==> src/ccr_pkg.sv <==
// Constants, types and operating summary for the clock radio timekeeper
// Summary of operation
// - Line input divided by 60 when rate select open, by 50 when high.
// - Alarm match sets the alarm latch; it clears itself after 59 minutes.
// - Arm select open clears the latch; held open, no alarm can occur.
// - Arm low: latch drives tone and radio; arm high: radio only.
// - Tone output lies between 400 and 2000 Hz, keyed at 2 Hz.
// - Brief view/set low, outputs idle: show alarm time, steady colon, PM.
// - View/set held past 2 s steps alarm minutes, 2 Hz or 60 Hz.
// - View/set press with outputs active snoozes tone for 8 to 9 minutes.
// - Power dip blinks display at 2 Hz, colon blank; view/set ends it.
// - View/set and advance both high: test mode, counters forced, outputs on.
// - View/set high alone: inputs ignored and all outputs off.
// - Sleep setting turns radio on; countdown to zero or view/set turns off.
// - Mode high shows sleep count; held past 2 s it decrements.
// - Mode low presses walk a six state setting sequencer.
// - Set hours shows hours with A or P; set minutes shows minutes.
// - Set left and set right show one two-digit date field, colon blank.
// - Leaving set right goes to holding if minutes changed, else run.
// - Ten idle seconds in a setting state return to run or holding.
// - Advance press in run shows date 2 s, or while held.
// - Advance held in setting steps the shown field at 2 Hz.
// - Advance high bypasses seconds: minutes step on each 1 Hz tick.
// - Colon: 1 Hz in run, steady when setting time or alarm, 2 Hz holding.
package ccr_pkg;
  localparam logic [5:0] LINE_DIV_60 = 6'h3C;
  localparam logic [5:0] LINE_DIV_50 = 6'h32;
  localparam logic [5:0] MIN_SEC_MAX = 6'h3B;
  localparam logic [4:0] HOUR_MAX = 5'h17;
  localparam logic [3:0] MONTH_MAX = 4'hC;
  localparam logic [5:0] LATCH_MINUTES = 6'h3B;
  localparam logic [3:0] SNOOZE_MINUTES = 4'h9;
  localparam logic [3:0] IDLE_SECONDS = 4'hA;
  localparam int HOLD_SECONDS = 2;
  localparam logic [4:0] TEST_HOUR = 5'h00;
  localparam logic [5:0] TEST_MIN = 6'h00;
  localparam logic [3:0] TEST_MONTH = 4'hC;
  localparam logic [4:0] TEST_DAY = 5'h01;
  localparam logic [3:0] RESET_MONTH = 4'h1;
  localparam logic [4:0] RESET_DAY = 5'h01;
  localparam int CLK_HZ = 200000000;
  localparam int TONE_HZ = 1000;
  localparam int TONE_HALF_CYCLES = CLK_HZ / (2 * TONE_HZ);
  typedef enum logic [2:0] {
    CCR_RUN = 3'b000,
    CCR_SET_HR = 3'b001,
    CCR_SET_MIN = 3'b011,
    CCR_SET_LEFT = 3'b010,
    CCR_SET_RIGHT = 3'b110,
    CCR_HOLD = 3'b100
  } ccr_seq_t;
  typedef enum logic [1:0] {
    CCR_V_NONE = 2'b00,
    CCR_V_ALARM = 2'b01,
    CCR_V_SLEEP = 2'b11,
    CCR_V_DATE = 2'b10
  } ccr_view_t;
endpackage
==> src/ccr_clock_radio.sv <==
// Calendar clock radio timekeeping, alarm, sleep and display control
`timescale 1ns/1ps
`default_nettype none
module ccr_clock_radio #(
  parameter bit TWELVE_HOUR = 1'b1,
  parameter int TONE_HALF = ccr_pkg::TONE_HALF_CYCLES
) (
  input wire logic clk,
  input wire logic rst_b,
  input wire logic line_clock_input,
  input wire logic line_rate_select,
  input wire logic power_dip,
  input wire logic view_set_low,
  input wire logic view_set_high,
  input wire logic advance_low,
  input wire logic advance_high,
  input wire logic mode_low,
  input wire logic mode_high,
  input wire logic arm_low,
  input wire logic arm_high,
  output logic [7:0] disp_left_q,
  output logic [7:0] disp_right_q,
  output logic left_blank_q,
  output logic right_blank_q,
  output logic colon_q,
  output logic afternoon_indicator,
  output logic ap_letter_q,
  output logic alarm_on_ind_q,
  output logic tone_out_q,
  output logic sleep_out_q
);
  import ccr_pkg::*;

  localparam int TW = $clog2(TONE_HALF + 1);

  if (TONE_HALF < 1) begin : g_tone_check
    $error("ccr_clock_radio: TONE_HALF must be >= 1");
  end

  function automatic logic [7:0] to_bcd(input logic [6:0] v);
    logic [6:0] t;
    t = v / 7'd10;
    return {t[3:0], 4'(v - 7'(t * 7'd10))};
  endfunction

  function automatic logic [4:0] days_in(input logic [3:0] m,
                                         input logic [1:0] yr);
    if (m == 4'h2) return (yr == 2'h0) ? 5'h1D : 5'h1C;
    if (m == 4'h4 || m == 4'h6 || m == 4'h9 || m == 4'hB) return 5'h1E;
    return 5'h1F;
  endfunction

  // Line edge, prescaler and tone
  logic line_prev_q, line_prev_d;
  logic [5:0] pre_q, pre_d, div;
  logic [TW-1:0] tone_cnt_q, tone_cnt_d;
  logic tone_sq_q, tone_sq_d;
  logic line_tick, tick1, tick2, blink1, blink2;

  assign div = line_rate_select ? LINE_DIV_50 : LINE_DIV_60;
  assign line_tick = line_clock_input & ~line_prev_q;
  assign tick1 = line_tick && (pre_q == div - 6'h01);
  assign tick2 = tick1 || (line_tick && pre_q == (div >> 1) - 6'h01);
  assign blink1 = pre_q < (div >> 1);
  assign blink2 = (pre_q < (div >> 2)) ||
                  ((pre_q >= (div >> 1)) && (pre_q < div - (div >> 2)));

  always_comb begin
    line_prev_d = line_clock_input;
    pre_d = pre_q;
    if (line_tick) pre_d = tick1 ? 6'h00 : pre_q + 6'h01;
    tone_cnt_d = tone_cnt_q + 1'b1;
    tone_sq_d = tone_sq_q;
    if (tone_cnt_q == TW'(TONE_HALF - 1)) begin
      tone_cnt_d = '0;
      tone_sq_d = ~tone_sq_q;
    end
  end

  always_ff @(posedge clk or negedge rst_b) begin
    if (!rst_b) begin
      line_prev_q <= 1'b0;
      pre_q <= 6'h00;
      tone_cnt_q <= '0;
      tone_sq_q <= 1'b0;
    end else begin
      line_prev_q <= line_prev_d;
      pre_q <= pre_d;
      tone_cnt_q <= tone_cnt_d;
      tone_sq_q <= tone_sq_d;
    end
  end

  // Switch decoding
  logic test_mode, disabled, arm_open;
  logic [6:0] hold_limit;
  logic avs_p, avs_long, adv_p, adv_long, seq_p, slp_p, slp_long;
  logic avs_lv, adv_lv, seq_lv, slp_lv;

  assign test_mode = view_set_high & advance_high;
  assign disabled = view_set_high & ~advance_high;
  assign arm_open = ~arm_low & ~arm_high;
  assign hold_limit = 7'(div) << HOLD_SECONDS - 1;
  assign avs_lv = view_set_low & ~view_set_high;
  assign adv_lv = advance_low & ~view_set_high;
  assign seq_lv = mode_low & ~view_set_high;
  assign slp_lv = mode_high & ~view_set_high;

  ccr_key_timer #(.CW(7)) u_key_avs (.clk(clk), .rst_b(rst_b),
    .level(avs_lv), .line_tick(line_tick), .limit(hold_limit),
    .press_p(avs_p), .held_long(avs_long));
  ccr_key_timer #(.CW(7)) u_key_adv (.clk(clk), .rst_b(rst_b),
    .level(adv_lv), .line_tick(line_tick), .limit(hold_limit),
    .press_p(adv_p), .held_long(adv_long));
  ccr_key_timer #(.CW(7)) u_key_seq (.clk(clk), .rst_b(rst_b),
    .level(seq_lv), .line_tick(line_tick), .limit(hold_limit),
    .press_p(seq_p), .held_long());
  ccr_key_timer #(.CW(7)) u_key_slp (.clk(clk), .rst_b(rst_b),
    .level(slp_lv), .line_tick(line_tick), .limit(hold_limit),
    .press_p(slp_p), .held_long(slp_long));

  // Time, calendar and setting sequencer
  ccr_seq_t seq_q, seq_d;
  logic [5:0] sec_q, sec_d, min_q, min_d;
  logic [4:0] hour_q, hour_d, day_q, day_d;
  logic [3:0] month_q, month_d, idle_q, idle_d;
  logic [1:0] year_q, year_d;
  logic min_set_q, min_set_d, minute_tick, in_set;

  assign in_set = seq_q != CCR_RUN && seq_q != CCR_HOLD;

  always_comb begin
    logic inc_min, inc_day, adj;
    inc_min = 1'b0;
    inc_day = 1'b0;
    adj = in_set && adv_lv && tick2;
    seq_d = seq_q;
    sec_d = sec_q;
    min_d = min_q;
    hour_d = hour_q;
    day_d = day_q;
    month_d = month_q;
    year_d = year_q;
    idle_d = idle_q;
    min_set_d = min_set_q;
    if (tick1 && seq_q != CCR_HOLD && !disabled) begin
      if (advance_high) begin
        inc_min = 1'b1;
      end else if (sec_q == MIN_SEC_MAX) begin
        sec_d = 6'h00;
        inc_min = 1'b1;
      end else begin
        sec_d = sec_q + 6'h01;
      end
    end
    if (inc_min) begin
      min_d = (min_q == MIN_SEC_MAX) ? 6'h00 : min_q + 6'h01;
      if (min_q == MIN_SEC_MAX) begin
        hour_d = (hour_q == HOUR_MAX) ? 5'h00 : hour_q + 5'h01;
        inc_day = hour_q == HOUR_MAX;
      end
    end
    if (inc_day || (adj && seq_q == (TWELVE_HOUR ? CCR_SET_RIGHT
                                                 : CCR_SET_LEFT))) begin
      day_d = (day_q >= days_in(month_q, year_q)) ? 5'h01 : day_q + 5'h01;
      if (inc_day && day_q >= days_in(month_q, year_q)) begin
        month_d = (month_q == MONTH_MAX) ? 4'h1 : month_q + 4'h1;
        if (month_q == MONTH_MAX) year_d = year_q + 2'h1;
      end
    end
    if (adj && seq_q == (TWELVE_HOUR ? CCR_SET_LEFT : CCR_SET_RIGHT)) begin
      month_d = (month_q == MONTH_MAX) ? 4'h1 : month_q + 4'h1;
    end
    if (adj && seq_q == CCR_SET_HR) begin
      hour_d = (hour_q == HOUR_MAX) ? 5'h00 : hour_q + 5'h01;
    end
    if (adj && seq_q == CCR_SET_MIN) begin
      min_d = (min_q == MIN_SEC_MAX) ? 6'h00 : min_q + 6'h01;
      sec_d = 6'h00;
      min_set_d = 1'b1;
    end
    if (in_set) begin
      if (adj) idle_d = 4'h0;
      else if (tick1 && idle_q != IDLE_SECONDS) idle_d = idle_q + 4'h1;
    end else begin
      idle_d = 4'h0;
    end
    if (seq_p) begin
      idle_d = 4'h0;
      unique case (seq_q)
        CCR_RUN: begin
          seq_d = CCR_SET_HR;
          min_set_d = 1'b0;
        end
        CCR_SET_HR: seq_d = CCR_SET_MIN;
        CCR_SET_MIN: seq_d = CCR_SET_LEFT;
        CCR_SET_LEFT: seq_d = CCR_SET_RIGHT;
        CCR_SET_RIGHT: seq_d = min_set_q ? CCR_HOLD : CCR_RUN;
        CCR_HOLD: seq_d = CCR_RUN;
      endcase
    end else if (in_set && idle_q == IDLE_SECONDS) begin
      seq_d = min_set_q ? CCR_HOLD : CCR_RUN;
    end
    minute_tick = inc_min;
    if (test_mode) begin
      seq_d = CCR_RUN;
      sec_d = 6'h00;
      min_d = TEST_MIN;
      hour_d = TEST_HOUR;
      month_d = TEST_MONTH;
      day_d = TEST_DAY;
      minute_tick = 1'b0;
    end
  end

  always_ff @(posedge clk or negedge rst_b) begin
    if (!rst_b) begin
      seq_q <= CCR_RUN;
      sec_q <= 6'h00;
      min_q <= 6'h00;
      hour_q <= 5'h00;
      day_q <= RESET_DAY;
      month_q <= RESET_MONTH;
      year_q <= 2'h0;
      idle_q <= 4'h0;
      min_set_q <= 1'b0;
    end else begin
      seq_q <= seq_d;
      sec_q <= sec_d;
      min_q <= min_d;
      hour_q <= hour_d;
      day_q <= day_d;
      month_q <= month_d;
      year_q <= year_d;
      idle_q <= idle_d;
      min_set_q <= min_set_d;
    end
  end

  // Alarm, snooze, sleep, power dip and view timer
  logic [5:0] al_min_q, al_min_d, latch_min_q, latch_min_d;
  logic [5:0] sleep_cnt_q, sleep_cnt_d;
  logic [4:0] al_hr_q, al_hr_d;
  logic [3:0] snooze_min_q, snooze_min_d;
  logic latch_q, latch_d, snooze_q, snooze_d, sleep_q, sleep_d;
  logic pf_q, pf_d, outs_active, fast;
  ccr_view_t view_q, view_d;
  logic [6:0] view_cnt_q, view_cnt_d;

  assign outs_active = (latch_q & ~arm_open) | sleep_q;
  assign fast = adv_lv ? line_tick : tick2;

  always_comb begin
    al_min_d = al_min_q;
    al_hr_d = al_hr_q;
    latch_d = latch_q;
    latch_min_d = latch_min_q;
    snooze_d = snooze_q;
    snooze_min_d = snooze_min_q;
    sleep_d = sleep_q;
    sleep_cnt_d = sleep_cnt_q;
    pf_d = pf_q;
    view_d = view_q;
    view_cnt_d = (line_tick && view_cnt_q != 7'h00) ? view_cnt_q - 7'h01
                                                   : view_cnt_q;
    if (view_cnt_q == 7'h00 && !avs_lv && !slp_lv && !adv_lv)
      view_d = CCR_V_NONE;
    if (latch_q && minute_tick) begin
      latch_min_d = latch_min_q + 6'h01;
      if (latch_min_q == LATCH_MINUTES - 6'h01) latch_d = 1'b0;
    end
    if (snooze_q && minute_tick) begin
      snooze_min_d = snooze_min_q + 4'h1;
      if (snooze_min_q == SNOOZE_MINUTES - 4'h1) snooze_d = 1'b0;
    end
    if (sleep_q && minute_tick) begin
      sleep_cnt_d = (sleep_cnt_q == 6'h00) ? 6'h00 : sleep_cnt_q - 6'h01;
      if (sleep_cnt_q <= 6'h01) sleep_d = 1'b0;
    end
    if (minute_tick && !arm_open && hour_d == al_hr_q &&
        min_d == al_min_q) begin
      latch_d = 1'b1;
      latch_min_d = 6'h00;
    end
    if (arm_open && !disabled) begin
      latch_d = 1'b0;
      snooze_d = 1'b0;
    end
    if (!latch_d) snooze_d = 1'b0;
    if (avs_p) begin
      view_cnt_d = hold_limit;
      if (pf_q) begin
        pf_d = 1'b0;
        view_d = CCR_V_ALARM;
      end else if (outs_active) begin
        snooze_d = latch_q;
        snooze_min_d = 4'h0;
        sleep_d = 1'b0;
      end else begin
        view_d = CCR_V_ALARM;
      end
    end
    if (avs_long && view_q == CCR_V_ALARM && fast) begin
      view_cnt_d = hold_limit;
      al_min_d = (al_min_q == MIN_SEC_MAX) ? 6'h00 : al_min_q + 6'h01;
      if (al_min_q == MIN_SEC_MAX)
        al_hr_d = (al_hr_q == HOUR_MAX) ? 5'h00 : al_hr_q + 5'h01;
    end
    if (slp_p) begin
      view_d = CCR_V_SLEEP;
      view_cnt_d = hold_limit;
    end
    if (slp_long && fast) begin
      view_cnt_d = hold_limit;
      sleep_cnt_d = (sleep_cnt_q == 6'h00) ? MIN_SEC_MAX
                                           : sleep_cnt_q - 6'h01;
      sleep_d = 1'b1;
    end
    if (adv_p && seq_q == CCR_RUN && view_q == CCR_V_NONE) begin
      view_d = CCR_V_DATE;
      view_cnt_d = hold_limit;
    end
    if (power_dip) pf_d = 1'b1;
    if (test_mode) begin
      al_min_d = TEST_MIN;
      al_hr_d = TEST_HOUR;
      sleep_cnt_d = 6'h00;
      sleep_d = 1'b0;
      latch_d = 1'b0;
      snooze_d = 1'b0;
      view_d = CCR_V_NONE;
    end
  end

  always_ff @(posedge clk or negedge rst_b) begin
    if (!rst_b) begin
      al_min_q <= 6'h00;
      al_hr_q <= 5'h00;
      latch_q <= 1'b0;
      latch_min_q <= 6'h00;
      snooze_q <= 1'b0;
      snooze_min_q <= 4'h0;
      sleep_q <= 1'b0;
      sleep_cnt_q <= 6'h00;
      pf_q <= 1'b1;
      view_q <= CCR_V_NONE;
      view_cnt_q <= 7'h00;
    end else begin
      al_min_q <= al_min_d;
      al_hr_q <= al_hr_d;
      latch_q <= latch_d;
      latch_min_q <= latch_min_d;
      snooze_q <= snooze_d;
      snooze_min_q <= snooze_min_d;
      sleep_q <= sleep_d;
      sleep_cnt_q <= sleep_cnt_d;
      pf_q <= pf_d;
      view_q <= view_d;
      view_cnt_q <= view_cnt_d;
    end
  end

  // Display and output drive
  logic [7:0] left_d, right_d;
  logic lb_d, rb_d, colon_d, pm_d, ap_d, ind_d, tone_d, sleep_o_d;

  always_comb begin
    logic [4:0] h, h12;
    h = (view_q == CCR_V_ALARM) ? al_hr_q : hour_q;
    h12 = (h > 5'h0C) ? h - 5'h0C : ((h == 5'h00) ? 5'h0C : h);
    left_d = to_bcd(7'(TWELVE_HOUR ? h12 : h));
    right_d = to_bcd(7'((view_q == CCR_V_ALARM) ? al_min_q : min_q));
    lb_d = 1'b0;
    rb_d = 1'b0;
    colon_d = blink1;
    pm_d = TWELVE_HOUR && h >= 5'h0C;
    ap_d = 1'b0;
    ind_d = ~arm_open;
    tone_d = latch_q & arm_low & ~snooze_q & blink2 & tone_sq_q;
    sleep_o_d = sleep_q | (latch_q & ~arm_open);
    unique case (view_q)
      CCR_V_ALARM: colon_d = 1'b1;
      CCR_V_SLEEP: begin
        lb_d = 1'b1;
        right_d = to_bcd(7'(sleep_cnt_q));
        pm_d = 1'b0;
      end
      CCR_V_DATE: begin
        left_d = to_bcd(7'(TWELVE_HOUR ? {3'h0, month_q} : {2'h0, day_q}));
        right_d = to_bcd(7'(TWELVE_HOUR ? {2'h0, day_q} : {3'h0, month_q}));
        colon_d = 1'b0;
        pm_d = 1'b0;
      end
      CCR_V_NONE: begin
        unique case (seq_q)
          CCR_RUN: ;
          CCR_SET_HR: begin
            rb_d = 1'b1;
            colon_d = 1'b1;
            ap_d = TWELVE_HOUR;
          end
          CCR_SET_MIN: begin
            lb_d = 1'b1;
            colon_d = 1'b1;
          end
          CCR_SET_LEFT: begin
            left_d = to_bcd(7'(TWELVE_HOUR ? {3'h0, month_q}
                                           : {2'h0, day_q}));
            rb_d = 1'b1;
            colon_d = 1'b0;
            pm_d = 1'b0;
          end
          CCR_SET_RIGHT: begin
            right_d = to_bcd(7'(TWELVE_HOUR ? {2'h0, day_q}
                                            : {3'h0, month_q}));
            lb_d = 1'b1;
            colon_d = 1'b0;
            pm_d = 1'b0;
          end
          CCR_HOLD: begin
            lb_d = ~blink2;
            rb_d = ~blink2;
            colon_d = blink2;
          end
        endcase
        if (pf_q) begin
          lb_d = ~blink2;
          rb_d = ~blink2;
          colon_d = 1'b0;
        end
      end
    endcase
    if (disabled) begin
      lb_d = 1'b1;
      rb_d = 1'b1;
      {colon_d, pm_d, ap_d, ind_d, tone_d, sleep_o_d} = 6'h00;
    end
    if (test_mode) begin
      lb_d = 1'b0;
      rb_d = 1'b0;
      {colon_d, pm_d, ap_d, ind_d, tone_d, sleep_o_d} = 6'h3F;
    end
  end

  always_ff @(posedge clk or negedge rst_b) begin
    if (!rst_b) begin
      disp_left_q <= 8'h00;
      disp_right_q <= 8'h00;
      left_blank_q <= 1'b1;
      right_blank_q <= 1'b1;
      colon_q <= 1'b0;
      afternoon_indicator <= 1'b0;
      ap_letter_q <= 1'b0;
      alarm_on_ind_q <= 1'b0;
      tone_out_q <= 1'b0;
      sleep_out_q <= 1'b0;
    end else begin
      disp_left_q <= left_d;
      disp_right_q <= right_d;
      left_blank_q <= lb_d;
      right_blank_q <= rb_d;
      colon_q <= colon_d;
      afternoon_indicator <= pm_d;
      ap_letter_q <= ap_d;
      alarm_on_ind_q <= ind_d;
      tone_out_q <= tone_d;
      sleep_out_q <= sleep_o_d;
    end
  end
endmodule
`default_nettype wire

==> src/ccr_key_timer.sv <==
// Press edge and long-hold detector for one decoded switch level
`timescale 1ns/1ps
`default_nettype none
module ccr_key_timer #(
  parameter int CW = 7
) (
  input wire logic clk,
  input wire logic rst_b,
  input wire logic level,
  input wire logic line_tick,
  input wire logic [CW-1:0] limit,
  output logic press_p,
  output logic held_long
);
  logic prev_q, prev_d;
  logic [CW-1:0] cnt_q, cnt_d;

  if (CW < 2) begin : g_cw_check
    $error("ccr_key_timer: CW too small");
  end

  always_comb begin
    prev_d = level;
    cnt_d = cnt_q;
    if (!level) begin
      cnt_d = '0;
    end else if (line_tick && cnt_q != limit) begin
      cnt_d = cnt_q + 1'b1;
    end
  end

  always_ff @(posedge clk or negedge rst_b) begin
    if (!rst_b) begin
      prev_q <= 1'b0;
      cnt_q <= '0;
    end else begin
      prev_q <= prev_d;
      cnt_q <= cnt_d;
    end
  end

  assign press_p = level & ~prev_q;
  assign held_long = level && (cnt_q == limit);
endmodule
`default_nettype wire

==> config.mk <==
export PLATFORM = sky130hd
export DESIGN_NAME = ccr_clock_radio
export DESIGN_NICKNAME = d
export VERILOG_FILES = /design/src/ccr_pkg.sv /design/src/ccr_clock_radio.sv /design/src/ccr_key_timer.sv
export SDC_FILE = /design/constraint.sdc
export NUM_CORES = 1
export LEC_CHECK = 0
export BUFFER_PORTS_ARGS = -buffer_cell sky130_fd_sc_hd__buf_2
export CORE_ASPECT_RATIO = 1.5
export CORE_MARGIN = 5
export CORE_UTILIZATION = 50
export DETAILED_ROUTE_END_ITERATION = 10
export PLACE_DENSITY = 0.69
export SYNTH_ARGS = -nofsm -noshare
export SYNTH_HDL_FRONTEND = slang
export SYNTH_SLANG_ARGS = --single-unit
==> constraint.sdc <==
create_clock -name clk -period 5 [get_ports clk]
set_clock_uncertainty 0.2 [all_clocks]
set_input_delay 1 -clock clk [delete_from_list [all_inputs] [get_ports clk]]
set_output_delay 1 -clock clk [all_outputs]
set_load 0.01 [all_outputs]
* Word level (Yosys, flattened, before mapping)
Cells that the tools add are included.
Word-level totals: register bits 143, input port bits 13, output and inout port bits 24
Operators by class: add/sub/neg operators 26, multiply operators 5, divide/modulo/power cells 5, order comparisons 8, eq/ne operators 37, mux-type cells 149, bitwise operators 31, reduce and logical (&&, ||, !) cells 74
Operators with widths (count):
- 2-to-1 mux 6 bit | 21
- 2-to-1 mux 5 bit | 20
- 2-to-1 mux 7 bit | 10
- 2-to-1 mux 1 bit | 61
- 2-to-1 mux 4 bit | 14
- logical AND 1 bit | 35
- multiplier 7 x 3 -> 3 bit (second input constant) | 5
- adder 6 x 1 -> 6 bit (second input constant) | 5
- equality test 6 bit (second input constant) | 4
- one-hot mux 8 bit (3 select lines) | 1
- equality test 4 bit (second input constant) | 5
- subtractor 4 bit | 5
- equality test 6 bit | 3
- one-hot mux 3 bit (6 select lines) | 1
- nonzero test 3 bit | 6
- adder 17 x 1 -> 17 bit (second input constant) | 1
- bitwise AND 1 bit | 17
- equality test 17 bit (second input constant) | 1
- 2-to-1 mux 17 bit | 1
- 2-to-1 mux 8 bit | 2
- one-hot mux 8 bit (2 select lines) | 1
- adder 5 x 1 -> 5 bit (second input constant) | 3
- adder 7 x 1 -> 7 bit (second input constant) | 2
- divider 5 x 4 -> 7 bit (second input constant) | 2
- other kinds (54) | 109

* Logic depth before layout (Yosys ltp)
Gate-level depths: netlist (run 1).
depth after elaboration 21, depth in mapped cells 26, depth with buffers taken out 25

* Cells and area by module
From an unflattened synthesis (run 1), not the netlist that was laid out.
Second synthesis, totals: cells, all modules 1168, area, all modules 10627.7 um^2
Modules (own cells, without submodules):
- ccr_clock_radio | instances 1, cells an instance 929, area each 8216.6 um^2
- ccr_key_timer (u_key_adv ...) | instances 3, cells an instance 59, area each 605.6 um^2
- ccr_key_timer (u_key_slp) | instances 1, cells an instance 62, area each 594.3 um^2

* Worst setup path after synthesis (run 1)
OpenSTA, ideal clock, no wires.
path kind reg-to-reg, start point reg view_q[1], end point reg disp_left_q[3], setup time 0.140 ns, data arrival time 4.343 ns, data required time 4.660 ns, path slack 0.317 ns, stages on the path, launching flop included 27, path buffers 2, period minus slack after synthesis 4.683 ns, cells stage by stage dfrtp_1 inv_1 ha_1 buf_4 clkbuf_1 a21o_1 inv_1 ha_1 nand2_1 o21ai_0 a221oi_1 ha_1 inv_1 ha_1 a31oi_1 ha_1 nand2_1 a21oi_1 nand2_1 nor2_1 a21oi_1 ha_1 inv_1 fa_1 xor2_1 xnor2_1 o22ai_1
On the way: longest elaborated chain between the ends 10
RTL lines:
- start: declaration | line ccr_clock_radio.sv:247 | ccr_view_t view_q, view_d;
- start signal: assignment | line ccr_clock_radio.sv:358 | view_q <= view_d;
- parallel branches: the longest is 9 deep, another holds divider 5 x 4 -> 7 bit
- one-hot mux 8 bit (2 select lines) * | line ccr_clock_radio.sv:381 | unique case (view_q)
- net left_d[3] | line ccr_clock_radio.sv:364 | logic [7:0] left_d, right_d;
- end signal: assignment | line ccr_clock_radio.sv:458 | disp_left_q <= left_d;
- end: declaration | line ccr_clock_radio.sv:21 | output logic [7:0] disp_left_q,
Mark *: on every way through the listed nets, which the timed path passes. A chain may end at the register's enable or synchronous reset.

* Final worst setup path (run 1)
Same ends and word-level chain as after synthesis.

==> results of run 1 <==
## cell usage in the layout, fill, tap and decap left out, drive strengths merged, types with 5 or more instances in the layout
| cell type | netlist | routed |
|---|---|---|
| o21ai | 81 | 81 |
| nand2b | 10 | 10 |
| buf | 21 | 44 |
| nor3b | 7 | 7 |
| clkbuf | 28 | 19 |
| a211oi | 8 | 8 |
| o2111ai | 5 | 5 |
| xor2 | 27 | 27 |
| nor3 | 27 | 27 |
| nand3 | 41 | 41 |
| and3 | 10 | 10 |
| inv | 72 | 74 |
| ha | 62 | 62 |
| a31oi | 12 | 12 |
| or3 | 16 | 16 |
| mux2 | 5 | 5 |
| o31ai | 14 | 14 |
| nor2 | 113 | 113 |
| mux2i | 20 | 20 |
| dfrtp | 135 | 135 |
| nor2b | 17 | 17 |
| dfstp | 5 | 5 |
| nand2 | 104 | 104 |
| o22ai | 9 | 9 |
| a21o | 5 | 5 |
| xnor2 | 30 | 30 |
| nor4 | 6 | 6 |
| nand4 | 21 | 21 |
| a21oi | 64 | 64 |
## routing by layer
metal	track usage [%]	vias to the layer above	part of all wire, %
met5	0	-	0
met4	9.40	0	3.0
met3	3.08	41	3.7
met2	38.6	161	52
met1	25.3	3722	41
li1	-	3796	-
## flip-flops by register name, indices dropped and copies added (netlist names), 7 cells and up
signal           cells
disp_right_q         7
view_cnt_q           7
u_key_avs.cnt_q      7
tone_cnt_q          17
u_key_slp.cnt_q      7
## area by class of cell
cell class | count | area, um^2
sequential | 140 | 3510
multi-input combinational | 805 | 5260
timing repair buffer | 44 | 254
clock buffer | 19 | 453
fill | 1673 | 8150
inverter | 72 | 270
clock inverter | 12 | 186
tap | 252 | 315
## report_power, final
group,total (uW),switching [uW],internal [uW]
Sequential,1470,201,1270
Clock,1380,515,864
Combinational,1040,613,432
Total,3890,1330,2560
## cell families (layout without fill, tap and decap cells)
family | count (synthesis) | after routing
simple gates | 396 | 396
compound gates | 259 | 259
flops | 140 | 140
buf+inv | 121 | 147
fa+ha+maj | 65 | 65
xor+xnor | 57 | 57
mux | 25 | 25
other cells | 1 | 3
## how the worst min path moves through the flow
| stage | cells after the start | slack, ns | to | startpoint |
|---|---|---|---|---|
| floorplan | 1 | 0.24 | tone_sq_q | tone_sq_q |
| global placement | 1 | 0.27 | tone_cnt_q[0] | tone_cnt_q[0] |
| detailed placement | 1 | 0.29 | tone_sq_q | tone_sq_q |
| CTS | 1 | 0.31 | tone_sq_q | tone_sq_q |
| global route | 1 | 0.32 | tone_sq_q | tone_sq_q |
| finish | 1 | 0.30 | tone_cnt_q[4] | tone_cnt_q[4] |
## metrics by stage
stage / utilization, % / setup WS (ns) / total power (uW)
after floorplan: - / 0.317 / 2220
after global placement: 52.1 / 0.455 / 2500
after detailed placement: 52.1 / 0.279 / 2520
after CTS: 55.6 / 0.273 / 3910
after global routing: 55.7 / 0.0698 / 4140
final: 55.7 / 0.395 / 3890
## worst max-delay path, stage by stage, from the launching register on
cell and delay [ns]:
dfrtp_1 0.41, inv_1 0.11, ha_1 0.27, mux2_2 0.39, ha_1 0.23, nand2_1 0.06
o21ai_0 0.10, a221oi_2 0.34, ha_1 0.21, inv_1 0.04, ha_1 0.18, a31oi_1 0.19
ha_1 0.26, nand2_1 0.07, a21oi_1 0.07, nand2_1 0.06, nor2_1 0.04, a21oi_2 0.19
ha_1 0.18, inv_1 0.05, fa_1 0.37, xor2_1 0.19, xnor2_1 0.14, o22ai_1 0.09
==> flow_summary_export.csv, run 1 <==
group,metric,value,unit
outcome,status,"complete, no violations",
setup_path,r2r_end,"disp_left_q[3]",
sta,holdWs,0.299,ns
synthesis,synth_xor_area_share,5.41,%
sta,rsz0062_at_grt,"false",
synthesis,synthArstFlopShare,100,%
synthesis,yosysWarnings,0,
synthesis,synth_compound_area_share,18.3,%
grt,grt_pass1_wl,37.3,mm
route,drt_iter0_markers,689,
synthesis,ys_ff_latch,140,
placed_design,detailed_place.area,0.00959,mm^2
synthesis,synthTopCellsByArea,"dfrtp_1 37%, ha_1 8.4%, nor2_1 4.6%",
finish,finalNonFillerCells,1344,
setup_path,required,5.07,ns
sta,relSlewSlack,45.0,%
sta,setup_viol,0,
setup_path,r2r-start,"view_q[1]",
synthesis,synth_top_cell_area_share,36.6,%
grt,antenna_found_initial,0,
sta,final_max_slew_viol_count,0,
grt,gr-total-overflow,0,
synthesis,syn-cell-area,0.00924,mm^2
route,via_count,7720,
pwr,power.density,380,mW/mm^2
floorplanning,die_w,121,um
clocking,path_clk_slew,0.06,ns
pwr,cellLeakagePower,0.00454,uW
route,drcViolationCount,0,
clocking,cts_tree,"built",
placed_design,placed_cells,1313,
setup_path,cp-start-kind,"register",
floorplanning,core-area,0.0184,mm^2
sta,tightestPinTransition,0.824,ns
grt,grt_pass1_vias,7685,
finish,drive_gt1_share,9.80,%
synthesis,synth.distinct_cells,83,
setup_path,path_max_fanout,5,
synthesis,yosysSeqAreaShare,38.0,%
finish,nets,1158,
floorplanning,initial_core_util,50.2,%
synthesis,yosys.area_share.adder,9.05,%
setup_path,arrival,4.68,ns
route,via_per_inst,5.74,
clocking,insertion_delay,0.43,ns
clocking,cts_resized,0,
synthesis,postSynthAreaPerCell,8.68,um^2
clocking,cts_hold_buffers,0,
synthesis,synth_area_leader_cell,"dfrtp_1",
clocking,root_buffer,"clkbuf_16",
floorplanning,die_h,176,um
placed_design,place_hpwl,16.0,mm
sta,fmax,217,MHz
synthesis,synthMuxAreaShare,2.82,%
clocking,h-tree-depth,4,
route,ant_nets,0,
clocking,cts.sinks,140,
placed_design,numPortBuffers,33,
sta,hold_violations,0,
route,totalWireLength,22.0,mm
route,wl_per_cell,16.3,um
sta,min_period_over_period,92.1,%
setup_path,r2r_slack,0.39,ns
clocking,cts_buffer_depth,2,
finish,design_area,0.0102,mm^2
synthesis,synthCells,1064,
grt,grt_usage,21.5,%
synthesis,synth-simple-area-share,21.0,%
setup_path,setup.worst_path.end,"disp_left_q[3]",
clocking,cts_buffers,17,
placed_design,gp_congestion,0.847,
setup_path,ff2ff_path_depth,23,
floorplanning,ios,37,
synthesis,ys_top_cells_by_count,"135 x dfrtp_1, 113 x nor2_1, 104 x nand2_1",
setup_path,worst-setup-path-type,"reg -> reg",
synthesis,synth_top_family_by_area,"simple AND/OR/NAND/NOR gates",
clocking,post-cts-setup-buffer-count,0,
setup_path,critPathLaunch,"view_q[1]",
sta,min_period,4.61,ns
pwr,vdd_drop_max,0.242,mV
sta,tns,0,ns
synthesis,synth_edf_count,0,
flow_run,max_cap_violations,0,
min_path,hp-class,"reg -> reg",
floorplanning,die-area,0.0213,mm^2
finish,antenna_cells,0,
grt,grt_max_degree,90,
synthesis,yosys_most_used_dff,"dfrtp_1",
synthesis,yosysMostFrequentCell,"dfrtp_1",
setup_path,end_kind,"register",
route,drt_pre_antenna_iters,6,
floorplanning,rows,61,
finish,synthToLayoutAreaGrowth,10.9,%
Note: power is estimated with default switching activity, not from simulation.
==> run 2, diff against run 1 <==
--- a/config.mk
+++ b/config.mk
@@ -8,9 +8,8 @@
 export BUFFER_PORTS_ARGS = -buffer_cell sky130_fd_sc_hd__buf_2
 export CORE_ASPECT_RATIO = 1.5
 export CORE_MARGIN = 5
-export CORE_UTILIZATION = 50
+export CORE_UTILIZATION = 35
 export DETAILED_ROUTE_END_ITERATION = 10
-export PLACE_DENSITY = 0.69
 export SYNTH_ARGS = -nofsm -noshare
 export SYNTH_HDL_FRONTEND = slang
 export SYNTH_SLANG_ARGS = --single-unit
==> run 2 against run 1 <==
Against the previous run:
- clock power is 5% lower
- non-clock buffer count shrank 1
- critical path depth unchanged
- critical path type unchanged
- total power fell by 1.6%
- largest cell class unchanged
- utilization shrank 16 points
- fmax up 0.47%
- cell count is 6.0% higher
- setup slack gained 0.021 ns
- routed wire length up 3.8%
==> flow_summary_export.csv, run 2 (synthesized netlist as in run 1, its figures left out) <==
group,metric,value,unit
outcome,status,"complete, no violations",
finish,design_area,0.0103,mm^2
route,via_per_inst,5.43,
finish,top_register,"tone_cnt_q",
finish,nets,1157,
clocking,path_clk_slew,0.06,ns
grt,grt_pass1_wl,38.7,mm
sta,holdWs,0.282,ns
route,totalWireLength,22.8,mm
route,ant_nets,0,
placed_design,numPortBuffers,33,
sta,final_max_slew_viol_count,0,
finish,antenna_cells,0,
route,wl_per_cell,16.0,um
floorplanning,die-area,0.0298,mm^2
sta,min_period,4.58,ns
finish,largest_register_ffs,17,
grt,gr-total-overflow,0,
setup_path,arrival,4.67,ns
route,drt_iter0_markers,436,
clocking,insertion_delay,0.44,ns
floorplanning,rows,72,
setup_path,cp_num_cells,23,
setup_path,crit_chain,"inv_1 -> ha_2 -> mux2_2 -> ha_1 -> nand2_1 -> o21ai_0 -> a221oi_2 -> ha_1 -> inv_1 -> ha_1 -> a31oi_1 -> ha_1 -> nand2_1 -> a21oi_1 -> nand2_1 -> nor2_1 -> a21oi_2 -> ha_1 -> inv_1 -> fa_1 -> xor2_1 -> xnor2_1 -> o22ai_1",
floorplanning,core-area,0.0259,mm^2
floorplanning,initial_core_util,35.6,%
sta,fmax,218,MHz
route,wl_met3,828,um
setup_path,end_kind,"register",
placed_design,gp_congestion,0.892,
floorplanning,ios,37,
route,met2_length,11.9,mm
clocking,cts.sinks,140,
grt,grt_pass1_vias,7685,
grt,grt_max_degree,141,
route,wl_met1,9.49,mm
clocking,h-tree-depth,4,
clocking,post-cts-setup-buffer-count,0,
setup_path,slowest_stage,"dfrtp_1",
finish,postLayoutCoreUtil,39.8,%
sta,setup_viol,0,
setup_path,ff2ff_path_depth,23,
clocking,cts_tree,"built",
clocking,cts_buffer_depth,2,
clocking,cts_buffers,17,
setup_path,cp-start-kind,"register",
pwr,p_total,3830,uW
setup_path,critPathTopFamily,"adder cells",
route,topRoutingLayerUsed,"met5",
flow_run,max_cap_violations,0,
setup_path,max_stage_delay,0.41,ns
pwr,cellLeakagePower,0.00453,uW
sta,min_period_over_period,91.7,%
grt,antenna_found_initial,1,
sta,tns,0,ns
setup_path,required,5.09,ns
finish,synthToLayoutAreaGrowth,11.7,%
finish,final_cell_mix,"135 x dfrtp_1, 113 x nor2_1, 104 x nand2_1",
clocking,root_buffer,"clkbuf_16",
sta,hold_violations,0,
sta,relSlewSlack,47.4,%
min_path,hp-class,"reg -> reg",
finish,final_common_cell,"dfrtp_1",
route,drt_pre_antenna_iters,5,
pwr,vdd_drop_max,0.224,mV
setup_path,worst-path-buf-inv,3,
setup_path,cpMostUsedCell,"ha_1",
setup_path,path_max_fanout,5,
placed_design,detailed_place.area,0.00970,mm^2
finish,drive_gt1_share,9.80,%
route,drcViolationCount,0,
floorplanning,die_h,209,um
clocking,cts_hold_buffers,0,
floorplanning,die_w,143,um
placed_design,place_hpwl,16.4,mm
sta,tightestPinTransition,0.788,ns
route,via_count,7737,
sta,rsz0062_at_grt,"false",
setup_path,worst-setup-path-type,"reg -> reg",
pwr,power.density,371,mW/mm^2
grt,grt_usage,15.9,%
setup_path,r2r_slack,0.42,ns
min_path,worstHoldPathCells,1,
-- run 2: changes by cell type in the layout (fill, tap and decap cells not counted), sizes merged --
cell	change
clkinv	+6
clkinvlp	-2
buf	-1
bufinv	-1
clkbuf	-1
inv	-1
-- run 2: path summary, 6_finish.rpt --
check | start | end
worst max register to register | view_q[1] | disp_left_q[3]
worst max-delay path | view_q[1] | disp_left_q[3]
worst min register to register | tone_sq_q | tone_sq_q
max in group asynchronous | rst_b | al_hr_q[3]
worst min-delay path | tone_sq_q | tone_sq_q
min in group asynchronous | rst_b | u_key_slp.cnt_q[6]
-- run 2: worst reg2reg max path, stage by stage, from the launching register on --
cell and delay (ns):
dfrtp_1 0.41, inv_1 0.11, ha_2 0.25, mux2_2 0.38, ha_1 0.24, nand2_1 0.07, o21ai_0 0.08, a221oi_2 0.31
ha_1 0.20, inv_1 0.04, ha_1 0.19, a31oi_1 0.21, ha_1 0.27, nand2_1 0.08, a21oi_1 0.07, nand2_1 0.07
nor2_1 0.05, a21oi_2 0.19, ha_1 0.18, inv_1 0.05, fa_1 0.37, xor2_1 0.20, xnor2_1 0.14, o22ai_1 0.09
-- run 2: metrics by stage --
step                setup slack (ns)  instances
detailed placement             0.179       1393
global route                  0.0126       1425
finish                         0.416       1425
global placement               0.406       1393
floorplan                      0.317       1066
CTS                            0.144       1425
-- run 2: routing by layer --
layer	track usage, %	vias to the layer above
li1	-	3794
met1	18.6	3768
met2	28.2	138
met3	3.18	35
met4	5.97	2
met5	0	-
-- run 2: report_power, final --
group,internal (uW),switching (uW)
logic,437,617
registers,1270,194
clock network,785,529
-- run 2: timing repair --
item | CTS | global route
resized for setup | 0 | 4
endpoints found under the setup margin | 0 | 2
endpoints found under the hold margin | 0 | 0
-- run 2: area by class of cell --
cell class | instances | area [um^2]
multi-input combinational | 805 | 5260
inverter | 72 | 270
tap | 333 | 417
timing repair buffer | 43 | 259
clock buffer | 18 | 429
clock inverter | 14 | 170
fill | 2635 | 15600
sequential | 140 | 3510
